File: src/hdl/lvd_pkg.sv
// Overview of operation
// - Software picks whether a low-voltage detection raises reset or interrupt.
// - Control bit 2 selects supply comparison at 0, external pin at 1.
// - Control bit 1 selects reset mode at 1, interrupt mode at 0.
// - Reset mode holds reset while voltage is below threshold, releases at/above.
// - Interrupt mode interrupts on falling below and on returning at/above threshold.
// - While enabled, control bit 0 reads 1 when below threshold, else 0.
// - A detector-caused reset sets bit 0 of the reset cause register.
// - Other resets clear the control register; a detector reset leaves it.
// - Sixteen supply thresholds chosen through a separate level-select output.
// - Detection, reset and interrupt keep working in stop mode.
// - Control register accepts single-bit and whole-byte writes.
// - Enable bit 7 starts the comparator; clearing it stops detection, flag 0.
// - Control bit 0 is read-only; writes to it do nothing.
`default_nettype none

package lvd_pkg;

  // ****************************************
  // Register map
  // ****************************************
  localparam logic [7:0] ADDR_CTRL     = 8'h00;
  localparam logic [7:0] ADDR_LEVEL    = 8'h04;
  localparam logic [7:0] ADDR_CAUSE    = 8'h08;
  localparam logic [7:0] ADDR_IRQ_STAT = 8'h0C;
  localparam logic [7:0] ADDR_IRQ_MASK = 8'h10;
  localparam logic [7:0] ADDR_CTRL_SET = 8'h14;
  localparam logic [7:0] ADDR_CTRL_CLR = 8'h18;

  // ****************************************
  // Field layout and reset values
  // ****************************************
  localparam int          CTRL_W         = 8;
  localparam int          CTRL_ENABLE    = 7;
  localparam int          CTRL_SOURCE    = 2;
  localparam int          CTRL_MODE      = 1;
  localparam int          CTRL_FLAG      = 0;
  localparam logic        CTRL_RESET_BIT = 1'h0;
  localparam int          LEVEL_W        = 4;
  localparam logic [3:0]  LEVEL_RESET    = 4'h0;
  localparam int          CAUSE_DETECTOR = 0;
  localparam logic        CAUSE_RESET    = 1'h0;
  localparam int          IRQ_W          = 2;
  localparam int          IRQ_BELOW      = 0;
  localparam int          IRQ_RECOVER    = 1;
  localparam logic [1:0]  IRQ_RESET      = 2'h0;

  // ****************************************
  // AHB-Lite encodings
  // ****************************************
  localparam logic [1:0]  HTRANS_NONSEQ  = 2'h2;
  localparam logic        HRESP_OKAY     = 1'h0;
  localparam logic [1:0]  LANE0_OFFSET   = 2'h0;

endpackage

`default_nettype wire

File: src/hdl/lvd_core_if.sv
`default_nettype none

interface lvd_core_if;
  logic detect_enable;
  logic source_select;
  logic reset_or_irq_select;
  logic below_threshold_flag;
  logic below_event;
  logic recover_event;
  logic reset_req;

  modport detect (
    input  detect_enable,
    input  source_select,
    input  reset_or_irq_select,
    output below_threshold_flag,
    output below_event,
    output recover_event,
    output reset_req
  );

  modport ctrl (
    output detect_enable,
    output source_select,
    output reset_or_irq_select,
    input  below_threshold_flag,
    input  below_event,
    input  recover_event,
    input  reset_req
  );
endinterface

`default_nettype wire

File: src/hdl/lvd_top.sv
`default_nettype none

module lvd_top
  import lvd_pkg::*;
#(
  parameter int ADDR_W = 8
)(
  input  wire logic                       clk,
  input  wire logic                       rst_b,
  input  wire logic                       clk_en,
  input  wire logic                       hsel,
  input  wire logic [ADDR_W-1:0]          haddr,
  input  wire logic [1:0]                 htrans,
  input  wire logic                       hwrite,
  input  wire logic [2:0]                 hsize,
  input  wire logic [31:0]                hwdata,
  input  wire logic                       hready,
  output logic                            hreadyout,
  output logic      [31:0]                hrdata,
  output logic                            hresp,
  input  wire logic                       supply_below,
  input  wire logic                       pin_below,
  output logic                            comparator_enable,
  output logic                            source_select,
  output logic      [lvd_pkg::LEVEL_W-1:0] threshold_level_select,
  output logic                            detector_reset_req,
  output logic                            detector_reset_cause,
  output logic                            irq
);

  lvd_core_if core ();

  logic                 a_valid_reg;
  logic                 a_write_reg;
  logic [7:0]           a_addr_reg;
  logic                 addr_take;
  logic [7:0]           addr_low;
  logic                 wr_ctrl;
  logic                 wr_set;
  logic                 wr_clr;
  logic                 wr_level;
  logic                 wr_cause;
  logic                 wr_stat;
  logic                 wr_mask;
  logic [7:0]           wbyte;
  logic                 enable_reg;
  logic                 source_reg;
  logic                 mode_reg;
  logic [LEVEL_W-1:0]   level_reg;
  logic                 cause_reg;
  logic                 cause_next;
  logic [IRQ_W-1:0]     irq_status;
  logic [IRQ_W-1:0]     irq_mask;
  logic [CTRL_W-1:0]    ctrl_view;
  logic [31:0]          rdata_next;

  // ****************************************
  // AHB-Lite address phase
  // ****************************************
  assign addr_take = hsel & hready & (htrans == HTRANS_NONSEQ);
  assign addr_low  = 8'(haddr);

  always_ff @(posedge clk or negedge rst_b) begin
    if (!rst_b) begin
      a_valid_reg <= 1'b0;
      a_write_reg <= 1'b0;
      a_addr_reg  <= 8'h00;
    end else if (clk_en && hready) begin
      a_valid_reg <= addr_take;
      a_write_reg <= hwrite;
      a_addr_reg  <= addr_low;
    end
  end

  // Zero wait states; all answers are OKAY, unmapped reads give zero
  always_ff @(posedge clk or negedge rst_b) begin
    if (!rst_b) begin
      hreadyout <= 1'b0;
      hresp     <= HRESP_OKAY;
    end else begin
      hreadyout <= 1'b1;
      hresp     <= HRESP_OKAY;
    end
  end

  // ****************************************
  // Data phase write decode
  // ****************************************
  // Registers sit in byte lane 0, so byte, half and word writes all reach them
  assign wbyte    = hwdata[7:0];
  assign wr_ctrl  = a_valid_reg & a_write_reg & (a_addr_reg == ADDR_CTRL);
  assign wr_set   = a_valid_reg & a_write_reg & (a_addr_reg == ADDR_CTRL_SET);
  assign wr_clr   = a_valid_reg & a_write_reg & (a_addr_reg == ADDR_CTRL_CLR);
  assign wr_level = a_valid_reg & a_write_reg & (a_addr_reg == ADDR_LEVEL);
  assign wr_cause = a_valid_reg & a_write_reg & (a_addr_reg == ADDR_CAUSE);
  assign wr_stat  = a_valid_reg & a_write_reg & (a_addr_reg == ADDR_IRQ_STAT);
  assign wr_mask  = a_valid_reg & a_write_reg & (a_addr_reg == ADDR_IRQ_MASK);

  // ****************************************
  // Control register
  // ****************************************
  // Only the outside reset clears it; the detector's own reset request never
  // reaches rst_b, so the settings survive a detector reset
  always_ff @(posedge clk or negedge rst_b) begin
    if (!rst_b) begin
      enable_reg <= CTRL_RESET_BIT;
      source_reg <= CTRL_RESET_BIT;
      mode_reg   <= CTRL_RESET_BIT;
    end else if (clk_en) begin
      if (wr_ctrl) begin
        enable_reg <= wbyte[CTRL_ENABLE];
        source_reg <= wbyte[CTRL_SOURCE];
        mode_reg   <= wbyte[CTRL_MODE];
      end else if (wr_set) begin
        enable_reg <= enable_reg | wbyte[CTRL_ENABLE];
        source_reg <= source_reg | wbyte[CTRL_SOURCE];
        mode_reg   <= mode_reg | wbyte[CTRL_MODE];
      end else if (wr_clr) begin
        enable_reg <= enable_reg & ~wbyte[CTRL_ENABLE];
        source_reg <= source_reg & ~wbyte[CTRL_SOURCE];
        mode_reg   <= mode_reg & ~wbyte[CTRL_MODE];
      end
    end
  end

  assign core.detect_enable       = enable_reg;
  assign core.source_select       = source_reg;
  assign core.reset_or_irq_select = mode_reg;

  // Bits 6..3 are constant zero and the flag comes from the detector
  always_comb begin
    ctrl_view              = '0;
    ctrl_view[CTRL_ENABLE] = enable_reg;
    ctrl_view[CTRL_SOURCE] = source_reg;
    ctrl_view[CTRL_MODE]   = mode_reg;
    ctrl_view[CTRL_FLAG]   = core.below_threshold_flag;
  end

  // ****************************************
  // Threshold level select
  // ****************************************
  // Changing the level while enabled may glitch the comparator; software's job
  always_ff @(posedge clk or negedge rst_b) begin
    if (!rst_b) begin
      level_reg <= LEVEL_RESET;
    end else if (clk_en && wr_level) begin
      level_reg <= wbyte[LEVEL_W-1:0];
    end
  end

  // ****************************************
  // Reset cause flag
  // ****************************************
  // A request in the cycle of a clear keeps the flag set
  assign cause_next = (cause_reg & ~(wr_cause & wbyte[CAUSE_DETECTOR])) | core.reset_req;

  always_ff @(posedge clk or negedge rst_b) begin
    if (!rst_b) begin
      cause_reg <= CAUSE_RESET;
    end else if (clk_en) begin
      cause_reg <= cause_next;
    end
  end

  // ****************************************
  // Detector and interrupt logic
  // ****************************************
  // Runs on whatever clock stays alive in stop mode; nothing here needs the CPU
  lvd_detect u_detect (
    .clk          (clk),
    .rst_b        (rst_b),
    .clk_en       (clk_en),
    .supply_below (supply_below),
    .pin_below    (pin_below),
    .core         (core.detect)
  );

  lvd_irq u_irq (
    .clk      (clk),
    .rst_b    (rst_b),
    .clk_en   (clk_en),
    .event_in ({core.recover_event, core.below_event}),
    .stat_wr  (wr_stat),
    .mask_wr  (wr_mask),
    .wdata    (wbyte[IRQ_W-1:0]),
    .status   (irq_status),
    .mask     (irq_mask),
    .irq      (irq)
  );

  // ****************************************
  // Read data, registered at the address phase
  // ****************************************
  always_comb begin
    rdata_next = '0;
    case (addr_low)
      ADDR_CTRL:     rdata_next[CTRL_W-1:0]   = ctrl_view;
      ADDR_LEVEL:    rdata_next[LEVEL_W-1:0]  = level_reg;
      ADDR_CAUSE:    rdata_next[CAUSE_DETECTOR] = cause_reg;
      ADDR_IRQ_STAT: rdata_next[IRQ_W-1:0]    = irq_status;
      ADDR_IRQ_MASK: rdata_next[IRQ_W-1:0]    = irq_mask;
      default:       rdata_next = '0;
    endcase
  end

  always_ff @(posedge clk or negedge rst_b) begin
    if (!rst_b) begin
      hrdata <= 32'h0000_0000;
    end else if (clk_en && addr_take && !hwrite) begin
      hrdata <= rdata_next;
    end
  end

  // ****************************************
  // Outputs to comparator and reset controller
  // ****************************************
  assign comparator_enable      = enable_reg;
  assign source_select          = source_reg;
  assign threshold_level_select = level_reg;
  assign detector_reset_req     = core.reset_req;
  assign detector_reset_cause   = cause_reg;

endmodule

`default_nettype wire

File: src/hdl/lvd_detect.sv
`default_nettype none

module lvd_detect
  import lvd_pkg::*;
(
  input  wire logic clk,
  input  wire logic rst_b,
  input  wire logic clk_en,
  input  wire logic supply_below,
  input  wire logic pin_below,
  lvd_core_if.detect core
);

  logic below_sel;
  logic flag_next;
  logic flag_reg;
  logic below_event_reg;
  logic recover_event_reg;
  logic reset_req_reg;

  // ****************************************
  // Comparison result
  // ****************************************
  assign below_sel = core.source_select ? pin_below : supply_below;
  assign flag_next = core.detect_enable & below_sel;

  always_ff @(posedge clk or negedge rst_b) begin
    if (!rst_b) begin
      flag_reg <= CTRL_RESET_BIT;
    end else if (clk_en) begin
      flag_reg <= flag_next;
    end
  end

  // ****************************************
  // Interrupt events on both edges of the flag
  // ****************************************
  // Disabling while below also gives a recovery event, as the flag drops
  always_ff @(posedge clk or negedge rst_b) begin
    if (!rst_b) begin
      below_event_reg   <= 1'b0;
      recover_event_reg <= 1'b0;
    end else if (clk_en) begin
      below_event_reg   <= ~core.reset_or_irq_select & flag_next & ~flag_reg;
      recover_event_reg <= ~core.reset_or_irq_select & ~flag_next & flag_reg;
    end
  end

  // ****************************************
  // Reset request, level held while below
  // ****************************************
  always_ff @(posedge clk or negedge rst_b) begin
    if (!rst_b) begin
      reset_req_reg <= 1'b0;
    end else if (clk_en) begin
      reset_req_reg <= core.reset_or_irq_select & flag_next;
    end
  end

  assign core.below_threshold_flag = flag_reg;
  assign core.below_event          = below_event_reg;
  assign core.recover_event        = recover_event_reg;
  assign core.reset_req            = reset_req_reg;

endmodule

`default_nettype wire

File: src/hdl/lvd_irq.sv
`default_nettype none

module lvd_irq
  import lvd_pkg::*;
(
  input  wire logic             clk,
  input  wire logic             rst_b,
  input  wire logic             clk_en,
  input  wire logic [IRQ_W-1:0] event_in,
  input  wire logic             stat_wr,
  input  wire logic             mask_wr,
  input  wire logic [IRQ_W-1:0] wdata,
  output logic      [IRQ_W-1:0] status,
  output logic      [IRQ_W-1:0] mask,
  output logic                  irq
);

  logic [IRQ_W-1:0] status_next;

  // ****************************************
  // Sticky status, write one to clear
  // ****************************************
  // A new event wins over a clear in the same cycle
  assign status_next = (status & ~(stat_wr ? wdata : IRQ_RESET)) | event_in;

  always_ff @(posedge clk or negedge rst_b) begin
    if (!rst_b) begin
      status <= IRQ_RESET;
    end else if (clk_en) begin
      status <= status_next;
    end
  end

  always_ff @(posedge clk or negedge rst_b) begin
    if (!rst_b) begin
      mask <= IRQ_RESET;
    end else if (clk_en && mask_wr) begin
      mask <= wdata;
    end
  end

  always_ff @(posedge clk or negedge rst_b) begin
    if (!rst_b) begin
      irq <= 1'b0;
    end else if (clk_en) begin
      irq <= |(status_next & (mask_wr ? wdata : mask));
    end
  end

endmodule

`default_nettype wire

File: config.mk
export PLATFORM = sky130hd
export DESIGN_NAME = lvd_top
export DESIGN_NICKNAME = d
export VERILOG_FILES = /design/src/hdl/lvd_pkg.sv /design/src/hdl/lvd_core_if.sv /design/src/hdl/lvd_top.sv /design/src/hdl/lvd_detect.sv /design/src/hdl/lvd_irq.sv
export SDC_FILE = /design/constraint.sdc
export NUM_CORES = 1
export LEC_CHECK = 0
export BUFFER_PORTS_ARGS = -buffer_cell sky130_fd_sc_hd__buf_2
export CAP_MARGIN = 20
export CORE_MARGIN = 3
export CORE_UTILIZATION = 49
export CTS_BUF_LIST = sky130_fd_sc_hd__clkbuf_16
export DETAILED_ROUTE_END_ITERATION = 12
export PLACE_DENSITY = 0.86
export REMOVE_ABC_BUFFERS = 1
export SYNTH_ARGS = -nofsm -noshare
export SYNTH_HDL_FRONTEND = slang
export SYNTH_SLANG_ARGS = --single-unit
File: constraint.sdc
create_clock -name clk -period 3.6 [get_ports clk]
set_input_delay 0.18 -clock clk [delete_from_list [all_inputs] [get_ports clk]]
set_output_delay 0.18 -clock clk [all_outputs]
set_load 0.02 [all_outputs]
# After elaboration in Yosys (flattened, before gate mapping)
# Index checks and enable logic that the tools add are counted.
[totals]
word_cells = 91
n_memories = 0
latch_bits = 0
ram_bits = 0
romBits = 0
register_bits = 36
[classes]
magnitude_cmp = 0
reduce_logical = 11
shift = 0
multipliers = 0
bitwise_logic = 36
n_eq_ne = 11
add_sub_neg = 0
mux = 16
div_mod_pow = 0
[ops]
columns = ["op", "count"]
rows = [
  ["8-bit by 4-bit equality test with 1-bit output, second input constant", 4],
  ["8-bit by 5-bit equality test with 1-bit output, second input constant", 4],
  ["1-bit AND", 21],
  ["8-bit by 3-bit equality test with 1-bit output, second input constant", 2],
  ["8-bit zero test", 2],
  ["1-bit 2-to-1 mux", 10],
  ["1-bit NOT", 7],
  ["1-bit logical AND", 5],
  ["1-bit case mux with 5 select lines", 1],
  ["2-bit AND", 2],
  ["2-bit 2-to-1 mux", 2],
  ["4-bit 2-to-1 mux", 1],
  ["1-bit OR", 4],
  ["1-bit case mux with 4 select lines", 1],
  ["2-bit case mux with 2 select lines", 1],
  ["3-bit nonzero test", 1],
  ["2-bit equality test, second input constant", 1],
  ["2-bit NOT", 1],
  ["2-bit OR", 1],
  ["2-bit AND reduction", 1],
  ["2-bit OR reduction", 1],
  ["1-bit zero test", 1],
]

# Logic depth before layout (Yosys ltp)
[depth]
depth_word = 8
depth_mapped = 5
ltp_nobuf = 4

# Cells and area by module
# A second synthesis with hierarchy kept.
[hier_totals]
cells_unflattened = 170
area_unflattened_um2 = 1799.2
[modules_own_cells]
columns = ["mod", "cells_each", "area_each_um2", "seq_area_each_um2", "n_inst"]
rows = [
  ["lvd_top", 134, 1370.1, 600.6, 1],
  ["lvd_irq", 20, 241.5, 125.1, 1],
  ["lvd_detect", 16, 187.7, 100.1, 1],
]

# Least setup slack after synthesis
# Ideal clock, no wire load.
[synth_path]
path_type = "register to register"
start = "register a_addr_reg[4]"
end = "register level_reg[0], in the netlist threshold_level_select[0]"
n_path_buf = 1
slack_ps = 1846
t_required_ps = 3475
path_stages_with_launch = 6
period_less_slack_ps = 1754
setup_time_ps = 125
t_arrival_ps = 1629
cell_sequence = "dfrtp_1 > clkbuf_1 > nor4_4 > nand2_1 > nor3_2 > mux2_2"
[synth_via]
elab_chain_len = 3
[synth_rtl]
columns = ["element", "line_no", "rtl"]
rows = [
  ["start: declaration", "lvd_top.sv:35", "logic [7:0] a_addr_reg;"],
  ["start signal: assignment", "lvd_top.sv:71", "a_addr_reg <= addr_low;"],
  ["8-bit by 3-bit equality test with 1-bit output", "lvd_top.sv:94", "assign wr_level = a_valid_reg & a_write_reg & (a_addr_reg == ADDR_LEVEL);"],
  ["1-bit AND", "lvd_top.sv:94", ""],
  ["1-bit logical AND", "lvd_top.sv:146", "end else if (clk_en && wr_level) begin"],
  ["end signal: assignment", "lvd_top.sv:147", "level_reg <= wbyte[LEVEL_W-1:0];"],
  ["end: declaration", "lvd_top.sv:49", "logic [LEVEL_W-1:0] level_reg;"],
]
# No other way between the ends.
# A chain may end at the register's enable or synchronous reset.

# Worst setup path in the final report
[layout_path]
start = "register a_addr_reg[4]"
end = "register level_reg[3], in the netlist threshold_level_select[3]"
# The elaborated chain is that of the path after synthesis.

==> key figures <==
Clock tree
  – CTS clk-pin slew, worst paths: 0.05 ns
  – Root buf cell: clkbuf_16
  – Sink Count: 33
  – CTS Buffer Depth: 2
  – CTS tree: yes
  – Clock buffer count from CTS: 5
  – # H-tree levels: 2
  – Clk_lat worst skew: 0.27 ns
  – Post-CTS Setup Bufs: 0

Finish
  – Area of the multi-input gates: 853 sq um
  – Layout Nets: 268
  – # fillers: 307
  – Util after Layout: 60.6%
  – Non-Filler Instances: 262
  – Layout cells sized above 1: 29.6%
  – Area growth syn-to-layout: 14.1%
  – Max reg flops: 8
  – Antenna cell count: 0
  – FF/Latch Area: 826 sq um

Timing
  – Min cycle time layout: 2.03 ns
  – # setup viols final: 0
  – Slew headroom: 51.3%
  – Layout Skew: 0.00634 ns
  – Worst setup margin: 1.57 ns
  – Tightest Pin Transition: 0.731 ns
  – Hold Fails Final Rpt: 0
  – Highest Clock Rate: 492 MHz
  – Max-slew violations: 0
  – Final cycle utilization of the critical path: 56.4%
  – RSZ-0062 raised after global routing: no
  – Setup TNS: 0 ns

Pwr
  – Pwr/cell area: 450 nW/um^2
  – Leak: 0.00102 uW
  – Power, Total: 944 uW
  – VDD IR max: 0.351 mV

Worst setup path
  – FF-to-FF path depth: 4
  – Worst R2R End: threshold_level_select[3]
  – CP Cell Sequence: nor4_4 -> nand2_1 -> nor3_2 -> mux2_2
  – Slowest-stage cell, CP: nor4_4
  – Critical path arrival: 2.19 ns
  – Req. time, crit path: 3.75 ns
  – RR Startpoint: a_addr_reg[4]
  – Critical Path Fanout Max: 8
  – R2R setup slack: 1.57 ns
  – CP endpoint kind: flop
  – Crit path launch type: flop
  – Critical path class: reg2reg
  – Crit path from: a_addr_reg[4]
  – CP max stage delay: 0.50 ns

Detailed routing
  – Antenna-violating nets left: 0
  – Vias per inst: 5.13
  – Via count: 1,345
  – Total Wirelength: 3610 um
  – First-pass detailed-route iteration total: 4
  – DRC viols: 0
  – Initial DRC Count: 85
  – Routed len/inst: 13.8 um

Logic synthesis
  – Post-synthesis register bit count: 33
  – Most common flop cell mapped by yosys: dfrtp_1
  – Post-synthesis async set-or-reset flop share: 100%
  – Syn avg cell area: 10.3 sq um
  – YS warnings: 0
  – Mapped Cells: 178
  – Post-Syn Area: 1840 sq um
  – Cell variety after synth: 40
  – Sequential fraction of the synthesis area: 44.8%
  – EDFF count, synth: 0

Place
  – Placed cell count: 253
  – Worst slack, placed: 1.49 ns
  – Hpwl dp: 2720 um
  – IO Port Bufs: 37
  – RePlAce Congestion: 0.909

Floorplanning
  – DIE WIDTH: 67.3 um
  – Starting density of the core: 53.1%
  – Ports: 96
  – Core area: 3470 sq um
  – Die area: 4530 sq um
  – Die height: 67.3 um
  – Num rows: 21

Hold path
  – Worst hold path class: in2reg
  – Worst Hold End: a_addr_reg[5]
  – Hold path depth: 2
  – Hold_sp: haddr[5]

Global route
  – GRT Resource Usage Total: 17.2%
  – Initial antenna violation count: 0
  – First-pass GRT wire length: 5710 um
  – Largest net degree at the start of global routing: 34
  – GRT Residual Overflow: 0
  – Vias in the first global route: 1,203

Flow run
  – Max-cap viol count: 0

Run status
  – Status: complete, no violations
==> metal layers <==
metal	up-vias	share of wire, %	global-route usage, %	wire length (um)
met4	0	1.4	7.34	51
met3	4	7.3	4.49	264
met2	58	50	28.3	1790
met1	636	42	21.2	1500
met5	-	0	0	0
li1	647	-	-	-
==> how the worst max path moves through the flow <==
stage	end	slack (ns)
2_1_floorplan	threshold_level_select[0]	1.34
3_3_place_gp	hrdata[2]	1.52
3_5_place_dp	hrdata[7]	1.49
4_1_cts	threshold_level_select[3]	1.59
5_1_grt	threshold_level_select[3]	1.50
6_report	threshold_level_select[3]	1.57
==> cells in the mapped netlist, types with 2 or more instances <==
cell,n,area share [%]
nand3b_1,3,1.2
nor3_1,4,1.1
nand4_1,5,1.7
conb_1,2,0.41
o21ai_0,4,1.1
a22o_1,4,1.9
nand2_1,14,2.9
o21ai_1,8,2.2
buf_4,28,11
or3_1,2,0.68
clkbuf_1,7,1.4
nand3_1,2,0.54
nor2_1,5,1.0
and2_1,2,0.68
nor2b_1,3,1.0
mux2_2,15,9.2
mux2i_1,6,3.3
dfrtp_1,33,45
inv_1,6,1.2
a31oi_1,3,1.0
o31ai_1,3,1.2
==> report_power, final <==
group          leakage (uW)  switching, uW  internal [uW]
combinational      0.000514           80.8           50.3
clock             0.0000748            139            250
sequential         0.000430           27.7            396
==> per-stage QoR <==
stage          hold slack (ns)  instance area (sq um)
2_1_floorplan           -0.116                   1700
3_3_place_gp             0.266                   1950
3_5_place_dp             0.274                   1950
4_1_cts                  0.150                   2100
5_1_grt                  0.161                   2100
6_report                 0.151                   2100
==> what timing repair did <==
item	in CTS	in global routing
gates resized for setup	0	0
hold endpoints to repair	33	0
hold buffers	1	0
==> kinds of logic (layout without fill, tap and decap cells) <==
| logic type | count (synthesis) | in the layout | synth area share (%) |
|---|---|---|---|
| buffers and inverters | 42 | 53 | 14.3 |
| XOR/XNOR | 2 | 2 | 0.951 |
| flip-flops | 33 | 33 | 44.8 |
| AO/OA/AOI/OAI | 29 | 29 | 10.4 |
| multiplexers | 22 | 22 | 13.7 |
| AND/OR/NAND/NOR | 48 | 48 | 15.4 |
| other | 2 | 29 | 0.408 |
==> worst max-delay path: cells and delay by family (launching register included) <==
kind             cells  cell delay [ns]
multiplexers         1             0.40
AND/OR/NAND/NOR      3             1.05
flip-flops           1             0.47
==> cells in the final DEF, fill, tap and decap left out, types with 2 or more instances in the layout <==
cell / count
conb_1: 29
nor2b_1: 3
inv_1: 7
and2_1: 2
mux2_2: 15
o21ai_0: 4
o21ai_1: 8
a22o_1: 4
clkinv_2: 2
a31oi_1: 3
clkbuf_16: 5
nor2_1: 5
nand3_1: 2
nand3b_1: 3
dfrtp_1: 33
mux2i_1: 6
o31ai_1: 3
nand2_1: 14
or3_1: 2
nor3_1: 4
buf_2: 37
nand4_1: 5
==> final cells by class <==
| class | count | share of cell area, % |
|---|---|---|
| flip-flops and latches | 33 | 39.3 |
| clock inverters | 3 | 0.655 |
| well taps | 46 | 2.74 |
| clock buffers | 5 | 5.96 |
| inverters | 6 | 1.07 |
| multi-input cells | 130 | 40.6 |
| repair buffers | 39 | 9.65 |
Power figures use the tool's default switching activity.
